**config.mk**
```make
export PLATFORM = sky130hd
export DESIGN_NAME = gpio_bank
export DESIGN_NICKNAME = d
export VERILOG_FILES = /design/src/gpio_pkg.sv /design/src/sync_stage.sv /design/src/port_drive.sv /design/src/gpio_bank.sv
export SDC_FILE = /design/constraint.sdc
export NUM_CORES = 1
export LEC_CHECK = 0
export BUFFER_PORTS_ARGS = -buffer_cell sky130_fd_sc_hd__clkbuf_2
export CAP_MARGIN = 20
export CORE_MARGIN = 8
export CORE_UTILIZATION = 55
export DETAILED_ROUTE_END_ITERATION = 12
export PLACE_DENSITY = 0.89
export REMOVE_ABC_BUFFERS = 1
export SLEW_MARGIN = 10
export SYNTH_ARGS = -nofsm -noshare
export SYNTH_HDL_FRONTEND = slang
export SYNTH_SLANG_ARGS = --single-unit
```
**constraint.sdc**
```tcl
create_clock -name clock -period 1.7 [get_ports clock]
set_input_delay 0.255 -clock clock [delete_from_list [all_inputs] [get_ports clock]]
set_output_delay 0.255 -clock clock [all_outputs]
set_load 0.05 [all_outputs]
```
**src/gpio_pkg.sv**
```systemverilog
/*
 Constants, register map and carrier types of the bank B / bank C port block.
 Assumes a single 50 MHz clock and a byte-wide register port.
*/
`default_nettype none
package gpio_pkg;
    // ============================================================
    // Widths
    localparam int ADDR_W = 4;
    localparam int DATA_W = 8;
    localparam int SYNC_STAGES = 2;

    // ============================================================
    // Register indices
    localparam logic [3:0] OFF_B_PINS = 4'h0;
    localparam logic [3:0] OFF_B_LATCH = 4'h1;
    localparam logic [3:0] OFF_B_DIR = 4'h2;
    localparam logic [3:0] OFF_IC_MAIN = 4'h3;
    localparam logic [3:0] OFF_IC_SECOND = 4'h4;
    localparam logic [3:0] OFF_IC_THIRD = 4'h5;
    localparam logic [3:0] OFF_ANALOG_CFG = 4'h6;
    localparam logic [3:0] OFF_C_PINS = 4'h7;
    localparam logic [3:0] OFF_C_LATCH = 4'h8;
    localparam logic [3:0] OFF_C_DIR = 4'h9;

    // ============================================================
    // Field positions
    localparam int CHANGE_FLAG_BIT = 0;
    localparam int CHANGE_IE_BIT = 3;
    localparam int PULLUP_DIS_BIT = 7;
    localparam int CAPCMP2_SIGNAL_B_PIN = 3;
    localparam int CAPCMP2_SIGNAL_C_PIN = 1;
    localparam int COMP1_PIN = 5;

    // ============================================================
    // Values after reset
    localparam logic [7:0] DIR_RST = 8'hff;
    localparam logic [7:0] LATCH_RST = 8'h00;
    localparam logic [7:0] IC_MAIN_RST = 8'h00;
    localparam logic [7:0] IC_SECOND_RST = 8'h80;
    localparam logic [7:0] IC_THIRD_RST = 8'h00;
    localparam logic [7:0] ANALOG_ON_RST = 8'h1f;
    localparam logic [7:0] ANALOG_OFF_RST = 8'h00;
    localparam logic [7:0] DEBUG_PIN_MASK = 8'hc0;
    localparam logic [3:0] REF_RST = 4'h0;

    // ============================================================
    // Carrier types
    typedef struct packed {
        logic [7:0] en;
        logic [7:0] dir;
        logic [7:0] data;
    } pin_ovr_s;
endpackage
`default_nettype wire

```
**src/sync_stage.sv**
```systemverilog
/*
 Two-flop synchroniser for a vector of pin levels.
 Assumes the inputs are asynchronous to clock.
*/
`timescale 1ns/100ps
`default_nettype none
module sync_stage #(
    parameter int W = 8
) (
    input wire logic clock,
    input wire logic sys_rst,
    input wire logic clk_en,
    input wire logic [W-1:0] async_in,
    output logic [W-1:0] sync_out
);
    import gpio_pkg::*;
    logic [W-1:0] meta_reg;

    // ============================================================
    // Two stages; only the second stage is read outside.
    always_ff @(posedge clock) begin
        if (sys_rst) begin
            meta_reg <= '0;
            sync_out <= '0;
        end else if (clk_en) begin
            meta_reg <= async_in;
            sync_out <= meta_reg;
        end
    end
endmodule
`default_nettype wire

```
**src/port_drive.sv**
```systemverilog
/*
 Registered output driver of one 8-bit port with peripheral overrides.
 Assumes direction 1 means input and an override wins over the port data.
*/
`timescale 1ns/100ps
`default_nettype none
module port_drive (
    input wire logic clock,
    input wire logic sys_rst,
    input wire logic clk_en,
    input wire logic [7:0] dir,
    input wire logic [7:0] latch,
    input wire gpio_pkg::pin_ovr_s ovr,
    output logic [7:0] pin_out,
    output logic [7:0] pin_oe
);
    import gpio_pkg::*;
    wire [7:0] dir_eff = (ovr.en & ovr.dir) | (~ovr.en & dir);
    wire [7:0] data_eff = (ovr.en & ovr.data) | (~ovr.en & latch);

    // ============================================================
    // Direction 1 floats the pin, 0 drives the selected data.
    always_ff @(posedge clock) begin
        if (sys_rst) begin
            pin_out <= LATCH_RST;
            pin_oe <= 8'h00;
        end else if (clk_en) begin
            pin_out <= data_eff; // RULE2
            pin_oe <= ~dir_eff; // RULE2
        end
    end
endmodule
`default_nettype wire

```
**src/gpio_bank.sv**
```systemverilog
/*
 Bank B and bank C general purpose ports with change detection on B7..B4.
 Assumes a register master on the same clock and pins from outside.
*/
`timescale 1ns/100ps
`default_nettype none
// What this block does
// RULE1: Two 8-bit banks, direction, latch, pin level.
// RULE2: Direction 1 floats pin; 0 drives latch.
// RULE3: Latch register reads back latched value.
// RULE4: Port read gives pins; write sets latch.
// RULE5: Clearing pull-up disable bit enables pull-ups.
// RULE6: Output pins never get a pull-up.
// RULE7: Pull-ups disabled after power-on reset.
// RULE8: Pins B4..B0 analog at reset if configured.
// RULE9: Analog pins read zero; output unaffected.
// RULE10: Only input pins B7..B4 are compared.
// RULE11: Mismatches ORed into change flag.
// RULE12: Change interrupt wakes from sleep, idle.
// RULE13: Mismatch keeps flag set; port access recaptures.
// RULE14: Software accesses port before clearing flag.
// RULE15: Software avoids polling port during detection.
// RULE16: Capture channel 2 on B3 or C1.
// RULE17: Comparator output overrides latch on B5.
// RULE18: Debug interface takes over pins B6, B7.
// RULE19: Overrides never change stored bank C direction.
// RULE20: Bank C comes up as inputs.
// RULE21: Pin levels synchronised before any use.
module gpio_bank (
    input wire logic clock,
    input wire logic sys_rst,
    input wire logic clk_en,
    input wire logic [gpio_pkg::ADDR_W-1:0] reg_addr,
    input wire logic [gpio_pkg::DATA_W-1:0] reg_wdata,
    input wire logic reg_wr,
    input wire logic reg_rd,
    input wire logic mem_to_mem_move,
    output logic [gpio_pkg::DATA_W-1:0] reg_rdata,
    input wire logic [7:0] bank_b_in,
    output logic [7:0] bank_b_out,
    output logic [7:0] bank_b_oe,
    output logic [7:0] bank_b_pullup,
    input wire logic [7:0] bank_c_in,
    output logic [7:0] bank_c_out,
    output logic [7:0] bank_c_oe,
    input wire logic analog_default_cfg,
    input wire logic capcmp2_pin_select,
    input wire logic in_circuit_debug,
    input wire logic comparator1_sel,
    input wire logic comparator1_output,
    input wire logic capcmp2_out_en,
    input wire logic capcmp2_signal,
    output logic capcmp2_capture_in,
    input wire gpio_pkg::pin_ovr_s bank_c_periph,
    output logic change_wake
);
    import gpio_pkg::*;

    // ============================================================
    // Register state
    logic [7:0] bank_b_output_latch_reg;
    logic [7:0] bank_b_direction_reg;
    logic [7:0] bank_c_latch_reg;
    logic [7:0] bank_c_direction_reg;
    logic [7:0] ic_main_reg;
    logic [7:0] ic_second_reg;
    logic [7:0] ic_third_reg;
    logic [7:0] analog_cfg_reg;
    logic [3:0] ref_reg;
    logic [3:0] ref_next;
    logic [1:0] settle_reg;
    logic change_flag_next;
    logic [7:0] rdata_next;

    // ============================================================
    // Synchronised pin levels
    logic [7:0] b_sync;
    logic [7:0] c_sync;

    sync_stage #(
        .W(8)
    ) u_sync_b (
        .clock(clock),
        .sys_rst(sys_rst),
        .clk_en(clk_en),
        .async_in(bank_b_in), // RULE21
        .sync_out(b_sync)
    );

    sync_stage #(
        .W(8)
    ) u_sync_c (
        .clock(clock),
        .sys_rst(sys_rst),
        .clk_en(clk_en),
        .async_in(bank_c_in), // RULE21
        .sync_out(c_sync)
    );

    // ============================================================
    // Address decode
    wire wr_b_pins = reg_wr && (reg_addr == OFF_B_PINS);
    wire wr_b_latch = reg_wr && (reg_addr == OFF_B_LATCH);
    wire wr_b_dir = reg_wr && (reg_addr == OFF_B_DIR);
    wire wr_ic_main = reg_wr && (reg_addr == OFF_IC_MAIN);
    wire wr_ic_second = reg_wr && (reg_addr == OFF_IC_SECOND);
    wire wr_ic_third = reg_wr && (reg_addr == OFF_IC_THIRD);
    wire wr_analog = reg_wr && (reg_addr == OFF_ANALOG_CFG);
    wire wr_c_pins = reg_wr && (reg_addr == OFF_C_PINS);
    wire wr_c_latch = reg_wr && (reg_addr == OFF_C_LATCH);
    wire wr_c_dir = reg_wr && (reg_addr == OFF_C_DIR);
    wire rd_b_pins = reg_rd && (reg_addr == OFF_B_PINS);

    // ============================================================
    // Digital input view of bank B
    wire dbg_on = in_circuit_debug;
    wire [7:0] dbg_mask = dbg_on ? DEBUG_PIN_MASK : 8'h00; // RULE18
    wire [7:0] analog_mask = {3'h0, analog_cfg_reg[4:0]};
    wire [7:0] b_digital = b_sync & ~analog_mask & ~dbg_mask; // RULE9

    // ============================================================
    // Change detection on B7..B4
    wire [3:0] cmp_mask = bank_b_direction_reg[7:4] & ~dbg_mask[7:4]; // RULE10
    wire [3:0] pin_diff = (b_digital[7:4] ^ ref_reg) & cmp_mask;
    // The reference follows the pins until the synchronisers hold real levels.
    wire settled = (settle_reg == 2'(SYNC_STAGES + 1)); // RULE21
    wire mismatch = settled && (|pin_diff); // RULE11
    wire port_access = wr_b_pins || (rd_b_pins && !mem_to_mem_move); // RULE13
    wire change_flag = ic_main_reg[CHANGE_FLAG_BIT];
    wire change_irq_enable = ic_main_reg[CHANGE_IE_BIT];
    wire pullup_disable_n = ic_second_reg[PULLUP_DIS_BIT];

    assign ref_next = (port_access || !settled) ? b_digital[7:4] : ref_reg; // RULE13

    // Hardware set wins over a software clear in the same cycle.
    assign change_flag_next = mismatch
        || (wr_ic_main ? reg_wdata[CHANGE_FLAG_BIT] : change_flag); // RULE14

    assign change_wake = change_flag && change_irq_enable; // RULE12

    // ============================================================
    // Pull-ups
    wire [7:0] pull_allow = bank_b_direction_reg & ~dbg_mask; // RULE6
    assign bank_b_pullup = pullup_disable_n ? 8'h00 : pull_allow; // RULE5

    // ============================================================
    // Peripheral overrides
    wire ccp_on_b = capcmp2_out_en && !capcmp2_pin_select; // RULE16
    wire ccp_on_c = capcmp2_out_en && capcmp2_pin_select; // RULE16
    wire comp_on_b = comparator1_sel && !bank_b_direction_reg[COMP1_PIN];
    pin_ovr_s b_ovr;
    pin_ovr_s c_ovr;

    assign b_ovr.en = dbg_mask
        | ({7'h0, comp_on_b} << COMP1_PIN) // RULE17
        | ({7'h0, ccp_on_b} << CAPCMP2_SIGNAL_B_PIN);
    assign b_ovr.dir = dbg_mask | bank_b_direction_reg;
    assign b_ovr.data = ({7'h0, comparator1_output} << COMP1_PIN)
        | ({7'h0, capcmp2_signal} << CAPCMP2_SIGNAL_B_PIN);

    wire [7:0] c_ccp_en = {7'h0, ccp_on_c} << CAPCMP2_SIGNAL_C_PIN;
    wire [7:0] c_ccp_data = {7'h0, capcmp2_signal} << CAPCMP2_SIGNAL_C_PIN;
    assign c_ovr.en = bank_c_periph.en | c_ccp_en; // RULE19
    assign c_ovr.dir = (bank_c_periph.en & bank_c_periph.dir)
        | (~bank_c_periph.en & bank_c_direction_reg);
    assign c_ovr.data = (bank_c_periph.en & bank_c_periph.data)
        | (~bank_c_periph.en & c_ccp_data);

    assign capcmp2_capture_in = capcmp2_pin_select
        ? c_sync[CAPCMP2_SIGNAL_C_PIN] : b_digital[CAPCMP2_SIGNAL_B_PIN]; // RULE16

    // ============================================================
    // Pin drivers
    port_drive u_drive_b (
        .clock(clock),
        .sys_rst(sys_rst),
        .clk_en(clk_en),
        .dir(bank_b_direction_reg), // RULE1
        .latch(bank_b_output_latch_reg),
        .ovr(b_ovr),
        .pin_out(bank_b_out),
        .pin_oe(bank_b_oe)
    );

    port_drive u_drive_c (
        .clock(clock),
        .sys_rst(sys_rst),
        .clk_en(clk_en),
        .dir(bank_c_direction_reg), // RULE1
        .latch(bank_c_latch_reg),
        .ovr(c_ovr),
        .pin_out(bank_c_out),
        .pin_oe(bank_c_oe)
    );

    // ============================================================
    // Read multiplexer
    always_comb begin
        unique case (reg_addr)
            OFF_B_PINS: rdata_next = b_digital; // RULE4
            OFF_B_LATCH: rdata_next = bank_b_output_latch_reg; // RULE3
            OFF_B_DIR: rdata_next = bank_b_direction_reg;
            OFF_IC_MAIN: rdata_next = ic_main_reg;
            OFF_IC_SECOND: rdata_next = ic_second_reg;
            OFF_IC_THIRD: rdata_next = ic_third_reg;
            OFF_ANALOG_CFG: rdata_next = analog_cfg_reg;
            OFF_C_PINS: rdata_next = c_sync;
            OFF_C_LATCH: rdata_next = bank_c_latch_reg;
            OFF_C_DIR: rdata_next = bank_c_direction_reg; // RULE19
            default: rdata_next = 8'h00;
        endcase
    end

    // ============================================================
    // Bank registers
    always_ff @(posedge clock) begin
        if (sys_rst) begin
            bank_b_output_latch_reg <= LATCH_RST;
            bank_b_direction_reg <= DIR_RST;
            bank_c_latch_reg <= LATCH_RST;
            bank_c_direction_reg <= DIR_RST; // RULE20
        end else if (clk_en) begin
            if (wr_b_pins || wr_b_latch) begin
                bank_b_output_latch_reg <= reg_wdata; // RULE4
            end
            if (wr_b_dir) begin
                bank_b_direction_reg <= reg_wdata;
            end
            if (wr_c_pins || wr_c_latch) begin
                bank_c_latch_reg <= reg_wdata;
            end
            if (wr_c_dir) begin
                bank_c_direction_reg <= reg_wdata;
            end
        end
    end

    // ============================================================
    // Control registers and change reference
    always_ff @(posedge clock) begin
        if (sys_rst) begin
            ic_main_reg <= IC_MAIN_RST;
            ic_second_reg <= IC_SECOND_RST; // RULE7
            ic_third_reg <= IC_THIRD_RST;
            analog_cfg_reg <= analog_default_cfg
                ? ANALOG_ON_RST : ANALOG_OFF_RST; // RULE8
            ref_reg <= REF_RST;
            settle_reg <= '0;
        end else if (clk_en) begin
            if (!settled) begin
                settle_reg <= settle_reg + 2'h1;
            end
            if (wr_ic_main) begin
                ic_main_reg[7:1] <= reg_wdata[7:1];
            end
            ic_main_reg[CHANGE_FLAG_BIT] <= change_flag_next; // RULE11
            if (wr_ic_second) begin
                ic_second_reg <= reg_wdata;
            end
            if (wr_ic_third) begin
                ic_third_reg <= reg_wdata;
            end
            if (wr_analog) begin
                analog_cfg_reg <= reg_wdata;
            end
            ref_reg <= ref_next;
        end
    end

    // ============================================================
    // Read data, valid only in the cycle after the strobe
    always_ff @(posedge clock) begin
        if (sys_rst) begin
            reg_rdata <= 8'h00;
        end else if (clk_en) begin
            reg_rdata <= reg_rd ? rdata_next : 8'h00;
        end
    end
endmodule
`default_nettype wire

```
; Word level (Yosys, flattened, before mapping)
; Index checks and enable logic that the tools add are counted.
[op_classes]
mul = 0
mux = 10
eq_ne = 10
n_addsub = 1
div = 0
reduce_logical = 40
bitwise = 38
magnitude_cmp = 0
shifts = 0
[ops]
columns = op, count
row1 = $and 8x8->8, 13
row2 = $pmux 8 s10, 1
row3 = $or 8x8->8, 7
row4 = $mux 8, 6
row5 = $not 8->8, 6
row6 = $reduce_and 2->1, 10
row7 = $logic_and 1x1->1, 17
row8 = $eq 4x3->1 const B, 4
row9 = $and 4x4->4, 2
row10 = $and 8x2->8, 1
row11 = $and 8x6->8, 1
row12 = $eq 4x2->1 const B, 2
row13 = $eq 4x4->1 const B, 2
row14 = $not 5->8, 1
row15 = $or 8x2->8, 1
row16 = $or 8x4->8, 1
row17 = $or 8x6->8, 1
row18 = $or 6x4->6, 1
row19 = $logic_or 1x1->1, 5
row20 = $mux 5, 1
row21 = $eq 4x1->1 const B, 1
row22 = $logic_not 1->1, 4
row23 = $logic_not 4->1, 1
row24 = $not 4->4, 1
row25 = other kinds (7), 9
[totals]
ff_bits = 142
ramBits = 0
wordCells = 119
rom_bits = 0
n_memories = 0
latch_bits = 0

; Longest topological paths before layout
[logic_depth]
ltp_word = 8
mapped_depth = 7
ltp_nobuf = 5

; Cells and area by module
; Synthesis repeated with hierarchy kept, for this count alone.
[unflattened]
hier_cells = 680
hier_area_um2 = 6596.3
[modules_own_cells]
columns = mod, n_inst, area_per_inst_um2, seq_area_each_um2, cells_each
row1 = gpio_bank, 1, 4011.3, 1641.6, 436
row2 = port_drive, 2, 711.9, 320.3, 70
row3 = sync_stage, 2, 580.6, 320.3, 52

; Worst setup path after synthesis
; OpenSTA, ideal clock, no wires.
[synth_path]
path_type = register to output
start = reg ic_second_reg[7]
end = out bank_b_pullup[6]
arrival_ps = 1650
path_buffers = 1
stages_incl_launch_ff = 3
path_slack_ps = -205
required_ps = 1445
path_cell_list = dfxtp_1 clkbuf_1 nor3b_1
[synth_between]
elab_chain_cells = 1
[synth_lines]
columns = item, line_no
row1 = from (decl), gpio_bank.sv:66  ; logic [7:0] ic_second_reg;
row2 = from (signal assigned), gpio_bank.sv:258  ; ic_second_reg <= reg_wdata;
row3 = $mux 8, gpio_bank.sv:144  ; assign bank_b_pullup = pullup_disable_n ? 8'h00 : pull_allow;
row4 = to (decl), gpio_bank.sv:42  ; output logic [7:0] bank_b_pullup,
; No other way between the ends.

; Final worst setup path
[layout_path]
start = reg ic_second_reg[7]
end = out bank_b_pullup[7]
; The elaborated chain is that of the path after synthesis.

==> impl_metrics.tcl <==
set metrics [dict create \
    vias 5594 \
    path_delay_family "buffers and inverters" \
    dieWidth_um 123 \
    drv_slew 0 \
    max_clock_freq_ghz 0.610 \
    met2_usage_pct 39.0 \
    clkTransAtPathRegs_ns 0.06 \
    fp-row-count 39 \
    synth_fa_ha_area_share_pct 0.199 \
    combPwrFrac_pct 10.8 \
    routedWlPerCell_um 18.7 \
    synth_mux_area_share_pct 16.7 \
    seq_area_um2 2930 \
    crit_path_max_fanout 6 \
    switchingPower_uw 1960 \
    busiest_layer "met2" \
    io_pins 115 \
    async_flop_share_pct 0 \
    antenna-diode-count 0 \
    synthXorXnorAreaFrac_pct 0.696 \
    die_h_um 123 \
    io_buffers 114 \
    path_common_cell "buf_4" \
    grt_max_degree 54 \
    grt_pass1_vias 5534 \
    drtAntennaViolNets 0 \
    hpwl_um 12900 \
    syn2layout_area_growth_pct 24.0 \
    setup.worst_path.start_class "flop" \
    initial_core_util_pct 55.8 \
    drv_cap 0 \
    overflow 0 \
    slew_headroom_pct 72.3 \
    hold-worst-slack_ns 0.0713 \
    instances_no_fill 957 \
    cts_root_buffer "clkbuf_16" \
    drive_above_1_share_pct 25.2 \
    tightest_slew_ns 0.416 \
    synth_compound_area_share_pct 13.7 \
    drt-total-wl_um 17900 \
    clock_sinks 142 \
    synth.avg_cell_area_um2 9.36 \
    synth_edf_count 8 \
    synth_cell_types 54 \
    routed_via_density 5.85 \
    grt_use_met1_pct 28.6 \
    cts_buffers 17 \
    p_int_uw 6110 \
    ctsHoldBuffers 0 \
    status "complete, no violations" \
    cts.path.max_buffers 2 \
    crit_path_max_incr_delay_ns 0.38 \
    p_leak_uw 0.00339 \
    drc_errors 0 \
    coreArea_um2 11300 \
    peakVddDrop_mv 1.14 \
    cp-end-kind "primary output" \
    synth_seq_cells 142 \
    fin_crit_sh_pct 96.5 \
    yosys.area_share.simple_pct 17.5 \
    path_buf_inv 2 \
    crit_chain "buf_4 -> nor3b_1 -> buf_4" \
    use_met3_pct 6.99 \
    synth_cells 672 \
    finalCriticalPeriod_ns 1.64 \
    cp_slowest_cell "dfxtp_4" \
    cts_tree "built" \
    routabilityCongestion 0.958 \
    die_area_um2 15100 \
    dp.cells 925 \
    clock_latency_ns 0.42 \
    finalClockSkew_ns 0.00679 \
    drt_pass1_iterations 5 \
    hp-class "input port to flop" \
    num-nets-final 867 \
    synthFlopType "dfxtp_1" \
    swShare_pct 24.3 \
    hold_violations 0 \
    cp.required_ns 1.44 \
    clockPowerShare_pct 45.4 \
    synth_top_family_by_area "simple AND/OR/NAND/NOR gates" \
    track_usage_pct 23.9 \
    synth_area_um2 6290 \
    antenna_found_initial 0 \
    grt_pass1_wl_um 28200 \
    fill_cells 853 \
    seqPwrFrac_pct 43.8 \
    crit_arrival_ns 1.39 \
    multi_input_area_um2 3070 \
    htreeDepth 4 \
    drt-initial-drc-count 488 \
    power_density_nw_per_um2 1040 \
    ys_warn_count 0 \
    synth_seq_area_share_pct 46.5 \
    finalSetupViolations 0 \
    worstSetupPathType "flop to primary output" \
]
-- Yosys cell counts (2+ instances only) --
| cell | n | area [µm²] |
|---|---|---|
| a21oi_1 | 33 | 165 |
| a22oi_1 | 10 | 75.1 |
| nor2b_1 | 32 | 200 |
| a211o_1 | 3 | 26.3 |
| xnor2_1 | 2 | 17.5 |
| a221oi_2 | 3 | 45.0 |
| inv_1 | 10 | 37.5 |
| buf_4 | 7 | 52.6 |
| clkbuf_1 | 20 | 75.1 |
| o211ai_1 | 8 | 60.1 |
| and2_1 | 5 | 31.3 |
| buf_2 | 16 | 80.1 |
| mux2i_1 | 95 | 951 |
| o31a_1 | 2 | 17.5 |
| nor2_4 | 2 | 22.5 |
| a211oi_1 | 24 | 180 |
| nand2b_1 | 2 | 12.5 |
| buf_1 | 2 | 7.51 |
| o21ai_1 | 2 | 10.0 |
| o31ai_1 | 2 | 15.0 |
| a31oi_1 | 6 | 37.5 |
| a221oi_1 | 6 | 52.6 |
| nor3_1 | 8 | 40.0 |
| nand2_1 | 38 | 143 |
| xor2_1 | 3 | 26.3 |
| mux4_2 | 3 | 67.6 |
| edfxtp_1 | 8 | 240 |
| dfxtp_1 | 134 | 2680 |
| nor2_1 | 129 | 484 |
| a32oi_1 | 3 | 26.3 |
| a22o_1 | 3 | 26.3 |
| buf_6 | 4 | 45.0 |
| nand3_1 | 9 | 45.0 |
| o21ai_0 | 12 | 60.1 |
| and3_1 | 2 | 12.5 |
| nor4b_1 | 3 | 26.3 |
| mux2_2 | 3 | 33.8 |
| nor3b_1 | 2 | 15.0 |
-- layer usage --
layer / wire length (µm) / part of all wire [%]
met5: 0 / 0
met4: 571 / 3.2
met3: 1670 / 9.3
met2: 8410 / 47
met1: 7230 / 40
-- kinds of logic (layout without fill, tap and decap cells) --
group	count (synthesis)	count (layout)
and+or+nand+nor	239	239
DFF	142	142
AOI/OAI and AO/OA	124	124
muxes	101	101
buffers and inverters	60	202
xor gates and xnor gates	5	5
adders and majority gates	1	1
-- final timing paths --
check                               startpoint                           endpoint  slack (ns)  depth (start not counted)
max              ic_second_reg[7]$_SDFFE_PP1P_                   bank_b_pullup[7]        0.06                          3
min                               bank_c_in[2]  u_sync_c.meta_reg[2]$_SDFFE_PP0P_        0.07                          3
max reg2reg  u_sync_b.sync_out[7]$_SDFFE_PP0P_          reg_rdata[7]$_SDFFE_PP0P_        0.18                          4
min reg2reg   u_drive_b.pin_oe[5]$_SDFFE_PP0P_   u_drive_b.pin_oe[5]$_SDFFE_PP0P_        0.48                          2
-- per-stage QoR --
step | setup TNS (ns) | total power [µW] | cell area (µm²) | utilization (%) | worst slack [ns]
floorplan | -0.376 | 4030 | 6030 | - | -0.159
finish | 0 | 8080 | 7800 | 69.2 | 0.0595
CTS | 0 | 8110 | 7790 | 69.1 | 0.00570
detailed placement | -0.00697 | 4470 | 7200 | 63.9 | -0.00697
global placement | 0 | 4450 | 7200 | 63.9 | 0.0668
global route | -0.0136 | 8320 | 7800 | 69.2 | -0.0136
-- layout by cell type (no fill, tap or decap), types with 5 or more instances in the layout --
| master | count |
|---|---|
| dfxtp_1 | 133 |
| o21ai_0 | 11 |
| clkbuf_1 | 6 |
| a221oi_1 | 6 |
| nand3_1 | 9 |
| mux2i_1 | 95 |
| buf_12 | 6 |
| edfxtp_1 | 8 |
| nor2b_1 | 32 |
| nand2_1 | 38 |
| clkbuf_16 | 18 |
| a21oi_1 | 33 |
| a22oi_1 | 10 |
| nor2_1 | 129 |
| nor3_1 | 8 |
| a211oi_1 | 24 |
| inv_1 | 10 |
| buf_4 | 43 |
| and2_1 | 5 |
| a31oi_1 | 6 |
| clkbuf_2 | 109 |
| o211ai_1 | 8 |
-- tightest hold or removal path, cell delays in order --
cell and delay, ns:
clkbuf_2 0.07, mux2i_1 0.05, nor2_1 0.07
-- area by class of cell --
class / count / share of cell area (%)
clock buffer: 26 / 6.42
timing repair buffer: 159 / 12.8
clock inverter: 6 / 1.06
multi-input combinational: 470 / 39.4
inverter: 11 / 0.529
sequential: 142 / 37.5
tap: 143 / 2.29
-- what timing repair did --
action	4_1_cts	5_1_grt
setup buffers	0	0
resized for setup	5	6
endpoints found under the setup margin	7	3
-- power by group through the flow --
stage               clock (µW)  sequential (µW)  combinational, µW
detailed placement           0             3610                860
floorplan                    0             3710                322
global placement             0             3600                844
global route              3840             3550                935
CTS                       3710             3540                866
finish                    3670             3540                874
(Power assumes the default switching activity.)
